### src/rtl/scm_regs.vh
// Register offsets, field positions, reset values and timing for clock control.
`ifndef SCM_REGS_VH
`define SCM_REGS_VH
`define SCM_ADDR_SYS_CTRL 8'h00
`define SCM_ADDR_FAST_CTRL 8'h04
`define SCM_ADDR_STATUS 8'h08
`define SCM_SEL_HI 7
`define SCM_SEL_LO 5
`define SCM_KEEP_HIGH 1
`define SCM_KEEP_LOW 0
`define SCM_FREQ_HI 3
`define SCM_FREQ_LO 2
`define SCM_STABLE_BIT 1
`define SCM_ENABLE_BIT 0
`define SCM_SYS_CTRL_RESET 8'h00
`define SCM_FAST_CTRL_RESET 8'h01
`define SCM_SEL_SUB 3'h7
`define SCM_FREQ_2M 2'h0
`define SCM_FREQ_4M 2'h1
`define SCM_FREQ_8M 2'h2
`define SCM_SETTLE_NS 1000
`define SCM_CLK_NS 25
`define SCM_SETTLE_CYC ((`SCM_SETTLE_NS + `SCM_CLK_NS - 1) / `SCM_CLK_NS)
`define SCM_MODE_FAST 3'h0
`define SCM_MODE_SLOW 3'h1
`define SCM_MODE_SLEEP 3'h2
`define SCM_MODE_IDLE_LOW 3'h3
`define SCM_MODE_IDLE_DUAL 3'h4
`define SCM_MODE_IDLE_HIGH 3'h5
`endif

### src/rtl/scm_clock_control.v
// System clock selection and operating mode control with Wishbone registers.
`timescale 1ns/1ps
`include "scm_regs.vh"
// Overview of the block.
// Two oscillator models feed this controller: a fast one whose frequency
// code is stored in the fast oscillator control register, and a slow one
// that never stops. Neither oscillator is modelled as a real clock here.
// The whole block runs on CLK, and every clock that it hands to the rest of
// the device is expressed as an enable level or an enable pulse train.
// The system clock enable is a pulse train: in fast mode it comes from the
// divider, one pulse every two to the n cycles for select code n, and in
// slow mode it follows the sub clock enable level.
// The mode register holds one of six operating modes. Only the two running
// modes switch mode on the select field; the four CPU-off modes are entered
// from a halt pulse and are left only through the wake input.
// The keep bits are read in the cycle of the halt pulse, so software may
// rewrite them while the CPU is off without moving the current mode.
// The stable flag models oscillator start-up with a plain counter. It is a
// parameter because the real start-up time depends on the analog part; the
// bench uses a short value so that its runs stay brief.
// Limitation: the divider counts CLK edges, not real fast oscillator edges,
// so the enable rate scales with CLK and not with the chosen frequency.
// Trade-off: gating is decided from registered state only (mode, select field, enable bit), which costs
// one cycle of latency after a halt but keeps every enable glitch free.
module scm_clock_control #(
   parameter SETTLE_CYCLES = `SCM_SETTLE_CYC
) (
   input wire CLK,
   input wire RST,
   input wire [7:0] WB_ADR_I,
   input wire [31:0] WB_DAT_I,
   output reg [31:0] WB_DAT_O,
   input wire WB_WE_I,
   input wire [3:0] WB_SEL_I,
   input wire WB_CYC_I,
   input wire WB_STB_I,
   output reg WB_ACK_O,
   input wire HALT,
   input wire WAKE,
   output wire CPU_RUN,
   output wire SYS_CLK_EN,
   output wire HIGH_CLK_ON,
   output wire SUB_CLK_ON,
   output wire SLOW_OSC_ON,
   output wire WDT_CLK_ON,
   output wire TIMEBASE_CLK_ON,
   output wire [1:0] FAST_FREQ,
   output wire [2:0] MODE
);
   // System clock control register fields.
   reg [2:0] sys_clk_select;
   reg high_keep_in_halt;
   reg low_keep_in_halt;
   // Fast oscillator control register fields.
   reg [1:0] fast_freq_select;
   reg fast_osc_enable;
   reg fast_osc_stable_flag;
   // Frequency actually delivered by the fast oscillator.
   reg [1:0] fast_freq_active;
   // Settling counter for the fast oscillator.
   reg [15:0] settle_count;
   // Operating mode state and its next value.
   reg [2:0] mode;
   reg [2:0] next_mode;
   // Bus request qualified for this cycle.
   wire bus_req;
   wire wr_lane0;
   // Tick from the high clock divider.
   wire div_tick;
   // Clock gating terms.
   reg high_on;
   reg sub_on;
   reg sys_on;
   // Reset images of the two control registers, split into fields below.
   // Holding them as bytes keeps each field assignment at its own width.
   wire [7:0] sys_ctrl_init;
   wire [7:0] fast_ctrl_init;

   assign sys_ctrl_init = `SCM_SYS_CTRL_RESET;
   assign fast_ctrl_init = `SCM_FAST_CTRL_RESET;

   assign bus_req = WB_CYC_I & WB_STB_I & ~WB_ACK_O;
   assign wr_lane0 = bus_req & WB_WE_I & WB_SEL_I[0];

   // Map the frequency code; code 11 falls back to the lowest setting.
   function [1:0] freq_decode;
      input [1:0] code;
      begin
         if (code == 2'h3) begin
            freq_decode = `SCM_FREQ_2M;
         end else begin
            freq_decode = code;
         end
      end
   endfunction

   // Classify the halt keep bits into a CPU-off mode.
   function [2:0] halt_mode;
      input keep_high;
      input keep_low;
      begin
         case ({keep_high, keep_low})
            2'b00: halt_mode = `SCM_MODE_SLEEP;
            2'b01: halt_mode = `SCM_MODE_IDLE_LOW;
            2'b11: halt_mode = `SCM_MODE_IDLE_DUAL;
            default: halt_mode = `SCM_MODE_IDLE_HIGH;
         endcase
      end
   endfunction

   // Register writes; only byte lane 0 holds data, upper lanes are ignored.
   always @(posedge CLK) begin
      if (RST) begin
         // Each field takes its slice of the register's reset image.
         sys_clk_select <= sys_ctrl_init[`SCM_SEL_HI:`SCM_SEL_LO];
         high_keep_in_halt <= sys_ctrl_init[`SCM_KEEP_HIGH];
         low_keep_in_halt <= sys_ctrl_init[`SCM_KEEP_LOW];
         fast_freq_select <= fast_ctrl_init[`SCM_FREQ_HI:`SCM_FREQ_LO];
         fast_osc_enable <= fast_ctrl_init[`SCM_ENABLE_BIT];
      end else if (wr_lane0) begin
         if (WB_ADR_I == `SCM_ADDR_SYS_CTRL) begin
            // Bits 4 to 2 are not stored.
            sys_clk_select <= WB_DAT_I[`SCM_SEL_HI:`SCM_SEL_LO];
            high_keep_in_halt <= WB_DAT_I[`SCM_KEEP_HIGH];
            low_keep_in_halt <= WB_DAT_I[`SCM_KEEP_LOW];
         end else if (WB_ADR_I == `SCM_ADDR_FAST_CTRL) begin
            fast_freq_select <= WB_DAT_I[`SCM_FREQ_HI:`SCM_FREQ_LO];
            fast_osc_enable <= WB_DAT_I[`SCM_ENABLE_BIT];
         end
      end
   end

   // Settling of the fast oscillator. Disabling it or changing its frequency
   // clears the stable flag; the new frequency is applied only once settled.
   // The counter stands in for the analog start-up, so it is a parameter.
   always @(posedge CLK) begin
      if (RST) begin
         settle_count <= 16'h0000;
         fast_osc_stable_flag <= 1'b0;
         fast_freq_active <= `SCM_FREQ_2M;
      end else if (!fast_osc_enable || !high_on) begin
         settle_count <= 16'h0000;
         fast_osc_stable_flag <= 1'b0;
      end else if (freq_decode(fast_freq_select) != fast_freq_active &&
                   fast_osc_stable_flag) begin
         settle_count <= 16'h0000;
         fast_osc_stable_flag <= 1'b0;
      end else if (!fast_osc_stable_flag) begin
         if (settle_count >= SETTLE_CYCLES[15:0] - 16'h0001) begin
            fast_osc_stable_flag <= 1'b1;
            fast_freq_active <= freq_decode(fast_freq_select);
         end else begin
            settle_count <= settle_count + 16'h0001;
         end
      end
   end

   // Mode next state: select field steers fast and slow, halt samples keeps.
   always @* begin
      next_mode = mode;
      case (mode)
         `SCM_MODE_FAST, `SCM_MODE_SLOW: begin
            if (HALT) begin
               next_mode = halt_mode(high_keep_in_halt,
                                     low_keep_in_halt);
            end else if (sys_clk_select == `SCM_SEL_SUB) begin
               next_mode = `SCM_MODE_SLOW;
            end else begin
               next_mode = `SCM_MODE_FAST;
            end
         end
         `SCM_MODE_SLEEP, `SCM_MODE_IDLE_LOW, `SCM_MODE_IDLE_DUAL,
         `SCM_MODE_IDLE_HIGH: begin
            // Wake-up sequencing is outside this block; a wake simply returns.
            if (WAKE) begin
               if (sys_clk_select == `SCM_SEL_SUB) begin
                  next_mode = `SCM_MODE_SLOW;
               end else begin
                  next_mode = `SCM_MODE_FAST;
               end
            end
         end
         default: next_mode = `SCM_MODE_FAST;
      endcase
   end

   // Mode register.
   // A single register keeps the mode free of decoding glitches, so every
   // gating term below is derived from a settled value.
   always @(posedge CLK) begin
      if (RST) begin
         mode <= `SCM_MODE_FAST;
      end else begin
         mode <= next_mode;
      end
   end

   // Clock gating per mode.
   // Defaults leave every clock on, so an unexpected mode code fails safe
   // with the CPU clocks running rather than with the device stuck asleep.
   always @* begin
      high_on = 1'b1;
      sub_on = 1'b1;
      sys_on = 1'b1;
      case (mode)
         `SCM_MODE_FAST: begin
            high_on = 1'b1;
            sub_on = 1'b1;
         end
         `SCM_MODE_SLOW: begin
            // The high clock may keep running for peripherals.
            high_on = fast_osc_enable;
         end
         `SCM_MODE_SLEEP: begin
            high_on = 1'b0;
            sub_on = 1'b0;
            sys_on = 1'b0;
         end
         `SCM_MODE_IDLE_LOW: begin
            high_on = 1'b0;
            sys_on = (sys_clk_select == `SCM_SEL_SUB);
         end
         `SCM_MODE_IDLE_DUAL: begin
            sys_on = 1'b1;
         end
         `SCM_MODE_IDLE_HIGH: begin
            sub_on = 1'b0;
            sys_on = (sys_clk_select != `SCM_SEL_SUB);
         end
         default: begin
            high_on = 1'b1;
         end
      endcase
   end

   // Divider producing the fast system clock enable from the high clock.
   scm_divider #(
      .WIDTH(6)
   ) u_div (
      .clk(CLK),
      .rst(RST),
      .run(high_on),
      .ratio(sys_clk_select),
      .tick(div_tick)
   );

   // In slow selection the sub clock drives the system clock directly.
   assign SYS_CLK_EN = sys_on & ((sys_clk_select == `SCM_SEL_SUB) ?
                       sub_on : (div_tick & high_on));
   assign CPU_RUN = (mode == `SCM_MODE_FAST) | (mode == `SCM_MODE_SLOW);
   assign HIGH_CLK_ON = high_on;
   assign SUB_CLK_ON = sub_on;
   // The watchdog never stops, so its oscillator is held on in every mode.
   assign SLOW_OSC_ON = 1'b1;
   assign WDT_CLK_ON = SLOW_OSC_ON;
   assign TIMEBASE_CLK_ON = SLOW_OSC_ON | high_on;
   assign FAST_FREQ = fast_freq_active;
   assign MODE = mode;

   // Read data and acknowledge; unmapped reads return zero and still ack.
   // The acknowledge masks the request for one cycle, so a master that
   // still holds its strobe at the answering edge is never served twice.
   always @(posedge CLK) begin
      if (RST) begin
         WB_ACK_O <= 1'b0;
         WB_DAT_O <= 32'h00000000;
      end else begin
         WB_ACK_O <= bus_req;
         if (bus_req && !WB_WE_I) begin
            case (WB_ADR_I)
               `SCM_ADDR_SYS_CTRL: WB_DAT_O <= {24'h000000, sys_clk_select,
                  3'h0, high_keep_in_halt, low_keep_in_halt};
               `SCM_ADDR_FAST_CTRL: WB_DAT_O <= {28'h0000000,
                  fast_freq_select, fast_osc_stable_flag, fast_osc_enable};
               `SCM_ADDR_STATUS: WB_DAT_O <= {29'h00000000, mode};
               default: WB_DAT_O <= 32'h00000000;
            endcase
         end
      end
   end
endmodule

### src/rtl/scm_divider.v
// Ripple-free divider chain giving high clock enables divided by 1 to 64.
`timescale 1ns/1ps
module scm_divider #(
   parameter WIDTH = 6
) (
   input wire clk,
   input wire rst,
   input wire run,
   input wire [2:0] ratio,
   output reg tick
);
   // Free counter that advances while the high clock runs.
   reg [WIDTH-1:0] count;
   // Mask of counter bits that must be all ones for a tick.
   reg [WIDTH-1:0] mask;

   // Build the mask from the ratio code: codes n from 0 to 6 divide by two to the n, and code 7 divides by one.
   always @* begin
      mask = {WIDTH{1'b1}} >> (WIDTH - ratio);
   end

   // The tick is registered so the system clock enable has no glitches.
   always @(posedge clk) begin
      if (rst) begin
         count <= {WIDTH{1'b0}};
         tick <= 1'b0;
      end else if (run) begin
         count <= count + 1'b1;
         tick <= ((count & mask) == mask);
      end else begin
         tick <= 1'b0;
      end
   end
endmodule

### config.mk
export PLATFORM = sky130hd
export DESIGN_NAME = scm_clock_control
export DESIGN_NICKNAME = d
export VERILOG_FILES = /design/src/rtl/scm_clock_control.v /design/src/rtl/scm_divider.v
export VERILOG_INCLUDE_DIRS = /design/src /design/src/rtl
export SDC_FILE = /design/constraint.sdc
export NUM_CORES = 1
export LEC_CHECK = 0
export ABC_AREA = 1
export BUFFER_PORTS_ARGS = -buffer_cell sky130_fd_sc_hd__clkbuf_2
export CAP_MARGIN = 20
export CORE_MARGIN = 1.5
export CORE_UTILIZATION = 49
export CTS_CLUSTER_SIZE = 14
export DETAILED_ROUTE_END_ITERATION = 10
export HOLD_SLACK_MARGIN = 0.15
export PLACE_DENSITY_LB_ADDON = 0.12
export REMOVE_ABC_BUFFERS = 1
export SYNTH_ARGS = -nofsm -noshare
export SYNTH_HDL_FRONTEND = slang
export SYNTH_HIERARCHICAL = 1
export SYNTH_SLANG_ARGS = --single-unit
### constraint.sdc
create_clock -name CLK -period 2 [get_ports CLK]
set_input_delay 0.2 -clock CLK [delete_from_list [all_inputs] [get_ports CLK]]
set_output_delay 0.2 -clock CLK [all_outputs]
set_load 0.1 [all_outputs]
==> run summary, run 1 <==
outcome -> finished clean
cell internal pwr -> 0.00141 W
XOR/XNOR share of the synthesized area -> 1.36%
Layout Area Growth over Synthesis -> 13.6%
kind of critical path -> reg -> out
DRT Wirelength -> 4660 µm
Synth Area in Compound Gates -> 9.74%
Syn Area/Cell -> 7.42 µm²
Combinational Power Share -> 26.4%
largest net degree at the start of global routing -> 18
CP Data Arrival Time -> 1700 ps
GR Util All Layers -> 18.4%
I/O Pins -> 96
CP bufs+invs -> 2
most area-consuming cells after synthesis -> dfxtp_1 36%, nand2_1 8.8%, buf_4 8.5%
Pwr Density -> 802 mW/mm²
share of layout cells above drive strength 1 -> 21.8%
Slowest-stage cell, CP -> dfxtp_1
routability cong. -> 0.838
initial DRC count -> 105
routed vias/inst -> 4.72
placed cell area -> 0.00264 mm²
delay of the slowest critical-path stage -> 430 ps
Final nets -> 440
nature of the critical path endpoint -> output pin
critical path, cell by cell -> inv_2, ha_1, nand2_2, o21a_4, nand4_1, nand2_1, buf_12
clock power share -> 31.4%
Slew HR -> 63.6%
worst-margin pin slew -> 548 ps
hold crit path type -> in -> reg
CTS Buf Count -> 5
Max Buffers Root-to-Sink -> 2
core box area -> 0.00479 mm²
minimum clock period -> 1900 ps
row cnt -> 25
Design Area, Final -> 0.00282 mm²
clock slew seen by the registers of the worst setup and hold paths -> 90 ps
Remaining DRCs -> 0
Crit path required time -> 1800 ps
largest family of logic cells by synthesized area -> simple AND/OR/NAND/NOR gates
H-Tree Depth -> 2
DRT antenna net count -> 0
final core occ -> 58.8%
die height -> 74.1 µm
first-pass GRT wire length -> 7800 µm
most frequent cells in the layout -> 58 x nand2_1, 45 x dfxtp_1, 38 x inv_1
maximum clock rate -> 0.526 GHz
sequential share of the synthesized area -> 36.3%
cell area after synthesis -> 0.00248 mm²
#FFs+latches synth -> 45
Diodes inserted -> 0
DIE WIDTH -> 74.1 µm
Max-Cap Viols -> 0
Tot Pwr -> 0.00226 W
CTS tree -> yes
net load switching power -> 0.000848 W
dpl cells -> 434
Slew Viols, Final -> 0
crit share post-route -> 95.1%
first drt pass iteration count -> 6
final hold slack -> 165 ps
adder-cell share of the synthesized area -> 5.05%
DR vias -> 2110
mux cell area share after synthesis -> 0%
Critical Path Start Type -> flip-flop
Synth Area in Simple Gates -> 30.9%
Port Buf Inserts -> 39
share of power burned in registers -> 42.2%
share of the synthesized area in the top cell type -> 36.3%
Die Area -> 0.00549 mm²
Synth area leader -> dfxtp_1
total clock sinks -> 45
maximum net fanout on the critical path -> 9
Sw Share -> 37.5%
initial antenna violation count -> 0
VDD IR max -> 0.000643 V
DP HPWL -> 3460 µm
fin cells -> 447
Yosys cell types -> 28
worst skew pair latency -> 300 ps
CP top delay family -> flip-flops
fill count -> 467
vias in the first global route -> 1830
commonest non-fill, non-tap cell in the layout -> nand2_1
routed wire length per instance -> 10.4 µm
Ys Warns -> 6
Starting Density -> 51.8%
Final Hold Viols -> 0
CTS root buf -> clkbuf_8
Mapped Cells -> 334
post-CTS setup buffer count -> 0
final setup fails -> 0
Post-Route Skew -> 6.03 ps
total grt overflow -> 0
Leak -> 1.28 nW
## synthesized netlist by cell type, drive strengths merged
| cell type | count |
|---|---|
| a21oi | 29 |
| buf | 30 |
| clkbuf | 2 |
| conb | 2 |
| dfxtp | 45 |
| ha | 10 |
| inv | 43 |
| nand2 | 66 |
| nand3 | 29 |
| nand3b | 1 |
| nand4 | 11 |
| nor2 | 40 |
| nor3 | 4 |
| nor4 | 1 |
| o21a | 1 |
| o21ai | 16 |
| o22a | 1 |
| xor2 | 3 |
## registers in the layout (all words and copies together) (netlist names)
name                  cells
settle_count             16
WB_DAT_O                  7
u_div/count               6
MODE                      3
sys_clk_select            3
FAST_FREQ                 2
fast_freq_select          2
WB_ACK_O                  1
fast_osc_enable           1
fast_osc_stable_flag      1
high_keep_in_halt         1
low_keep_in_halt          1
u_div/tick                1
## cell families (layout without fill, tap and decap cells)
logic type | after synthesis | in the layout
fa+ha+maj | 10 | 10
compound gates | 47 | 47
xor+xnor | 3 | 3
flops | 45 | 45
simple gates | 152 | 152
other cells | 2 | 28
buf+inv | 75 | 95
## final timing paths
check,start,to,slack (ps),cells past startpoint
max reg2reg,MODE[2],u_div/count[5],430,9
min,WB_CYC_I,WB_ACK_O,160,3
max,MODE[2],SYS_CLK_EN,100,7
min reg2reg,settle_count[12],settle_count[12],440,2
## metrics by stage
step                      setup TNS (ps)  worst slack, ps
after global placement                 0              232
after global routing               -12.3            -12.3
final                                  0             97.9
after CTS                              0             16.4
after floorplan                    -8410            -1390
after detailed placement               0              231
## cell type report
| cell class | instances | area, µm² | area share [%] |
|---|---|---|---|
| Clock buffer | 5 | 68.8 | 2.44 |
| Clock inverter | 3 | 47.5 | 1.69 |
| Inverter | 43 | 161 | 5.73 |
| Multi-Input combinational cell | 240 | 1280 | 45.4 |
| Sequential cell | 45 | 901 | 32.0 |
| Tap cell | 67 | 83.8 | 2.98 |
| Timing Repair Buffer | 44 | 275 | 9.77 |
## power by group through the flow
stage / registers (W) / logic, W / clock network [W]
after floorplan: 0.00102 / 0.000445 / 0
final: 0.000954 / 0.000596 / 0.000708
after detailed placement: 0.000975 / 0.000585 / 0
after global routing: 0.000961 / 0.000630 / 0.000772
after CTS: 0.000954 / 0.000595 / 0.000731
after global placement: 0.000974 / 0.000582 / 0
## tightest hold or removal path, cell delays in order
cell and delay (ps):
clkbuf_2 100, nand3b_4 90, nor2_1 40
## timing repair
item | in CTS | in global routing
gates resized for setup | 1 | 1
endpoints found under the setup margin | 1 | 1
hold endpoints to repair | 5 | 0
hold buffers | 5 | 0
## metal layers
layer  track usage, %  part of all wire [%]
met5                0                     0
met4             6.79                   1.2
met3             5.01                   5.1
met2             29.7                    45
met1             23.5                    49
Note: power is estimated with default switching activity, not from simulation.
==> run 2, diff against run 1 <==
--- a/config.mk
+++ b/config.mk
@@ -9,8 +9,10 @@
 export ABC_AREA = 1
 export BUFFER_PORTS_ARGS = -buffer_cell sky130_fd_sc_hd__clkbuf_2
 export CAP_MARGIN = 20
+export CELL_PAD_IN_SITES_DETAIL_PLACEMENT = 0
+export CELL_PAD_IN_SITES_GLOBAL_PLACEMENT = 1
 export CORE_MARGIN = 1.5
-export CORE_UTILIZATION = 49
+export CORE_UTILIZATION = 34
 export CTS_CLUSTER_SIZE = 14
 export DETAILED_ROUTE_END_ITERATION = 10
 export HOLD_SLACK_MARGIN = 0.15
==> run summary, run 2 (same netlist as run 1, synthesis figures left out) <==
outcome -> finished clean
Global Route met2 Usage -> 21.5%
most frequent cells in the layout -> 58 x nand2_1, 45 x dfxtp_1, 38 x inv_1
first-pass GRT wire length -> 8320 µm
clock power share -> 31.4%
Layout Area Growth over Synthesis -> 14.2%
total grt overflow -> 0
worst setup path start -> MODE[2]
setup tns final -> 0 ps
maximum clock rate -> 0.528 GHz
core box area -> 0.00691 mm²
vias in the first global route -> 1848
row cnt -> 30
initial antenna violation count -> 0
Sw Share -> 37.8%
VDD IR max -> 0.000397 V
worst-margin pin slew -> 554 ps
minimum clock period -> 1890 ps
I/O Pins -> 96
maximum net fanout on the critical path -> 5
dpl cells -> 464
routed wire length per instance -> 10.5 µm
Pwr Density -> 797 mW/mm²
nature of the critical path endpoint -> output pin
Final nets -> 439
met3 usage -> 3.73%
CP Data Arrival Time -> 1690 ps
crit share post-route -> 94.7%
DP HPWL -> 3780 µm
CTS tree -> yes
Port Buf Inserts -> 39
Slew HR -> 63.2%
die height -> 88.4 µm
top flop regs -> settle_count (16), WB_DAT_O (7), u_div/count (6)
commonest non-fill, non-tap cell in the layout -> nand2_1
initial DRC count -> 78
busiest grt layer -> met2
Largest register FFs -> 16
routability cong. -> 0.789
Diodes inserted -> 0
cell internal pwr -> 0.00140 W
DR vias -> 2049
Post-Route Skew -> 10.7 ps
final setup fails -> 0
routed vias/inst -> 4.31
H-Tree Depth -> 2
largest net degree at the start of global routing -> 18
CTS Buf Count -> 5
Leak -> 1.27 nW
Critical Path Start Type -> flip-flop
RSZ-0062 raised after global routing -> no
CTS root buf -> clkbuf_8
fin cells -> 475
net load switching power -> 0.000853 W
Starting Density -> 35.9%
min-delay src -> WB_DAT_I[0]
DRT antenna net count -> 0
total clock sinks -> 45
reg2reg start -> MODE[2]
Crit path required time -> 1800 ps
grt met1 use -> 18.4%
Final Hold Viols -> 0
worst skew pair latency -> 300 ps
GR Util All Layers -> 13.7%
Combinational Power Share -> 26.3%
Max-Cap Viols -> 0
share of power burned in registers -> 42.3%
Remaining DRCs -> 0
DRT Wirelength -> 4990 µm
Slew Viols, Final -> 0
DIE WIDTH -> 88.4 µm
kind of critical path -> reg -> out
clock slew seen by the registers of the worst setup and hold paths -> 90 ps
first drt pass iteration count -> 4
Die Area -> 0.00781 mm²
Largest Register -> settle_count
share of layout cells above drive strength 1 -> 22.2%
Max Buffers Root-to-Sink -> 2
hold crit path type -> in -> reg
-- run 2: path summary, 6_finish.rpt --
kind,to,depth (start not counted),slack (ps)
worst max-delay path,SYS_CLK_EN,7,110
worst min-delay path,fast_osc_enable,3,160
worst max register to register,u_div/count[5],9,430
worst min register to register,settle_count[12],2,430
-- run 2: what timing repair did --
item | 4_1_cts | 5_1_grt
gates resized for setup | 0 | 1
endpoints found under the setup margin | 0 | 2
hold buffers | 3 | 0
hold endpoints to repair | 3 | 0
buffers inserted | 0 | 0
-- run 2: power groups by stage --
stage | Sequential [W] | Combinational [W] | Clock (W)
5_1_grt | 0.000960 | 0.000631 | 0.000777
4_1_cts | 0.000955 | 0.000597 | 0.000735
2_1_floorplan | 0.00102 | 0.000445 | 0
3_5_place_dp | 0.000976 | 0.000591 | 0
6_report | 0.000954 | 0.000595 | 0.000708
3_3_place_gp | 0.000976 | 0.000592 | 0
-- run 2: cell type report --
class	instances	area, µm²
Fill cell	749	4080
Sequential cell	45	901
Inverter	43	161
Clock inverter	3	43.8
Multi-Input combinational cell	240	1270
Tap cell	96	120
Clock buffer	5	68.8
Timing Repair Buffer	43	263
-- run 2: through the flow --
stage / util (%) / hold slack, ps / total power, W / cell area (µm²) / setup slack, ps
after floorplan: - / 269 / 0.00146 / 2330 / -1390
after global placement: 38.9 / 417 / 0.00157 / 2690 / 347
after detailed placement: 38.9 / 420 / 0.00157 / 2690 / 336
after CTS: 41.0 / 153 / 0.00229 / 2830 / 1.92
after global routing: 41.0 / 159 / 0.00237 / 2830 / 7.12
final: 41.0 / 159 / 0.00226 / 2830 / 106
-- run 2: metal layers --
metal / up-vias / wire (µm)
li1: 1104 / -
met1: 886 / 2520
met2: 57 / 2150
met3: 2 / 287
met4: 0 / 29
met5: - / 0
-- run 2: critical path, stage by stage (launching register included) --
cell and delay, ps:
dfxtp_1 440, inv_2 90, ha_1 190, nand2_2 80, o21a_2 200, nand4_1 90, nand2_1 120, buf_12 180
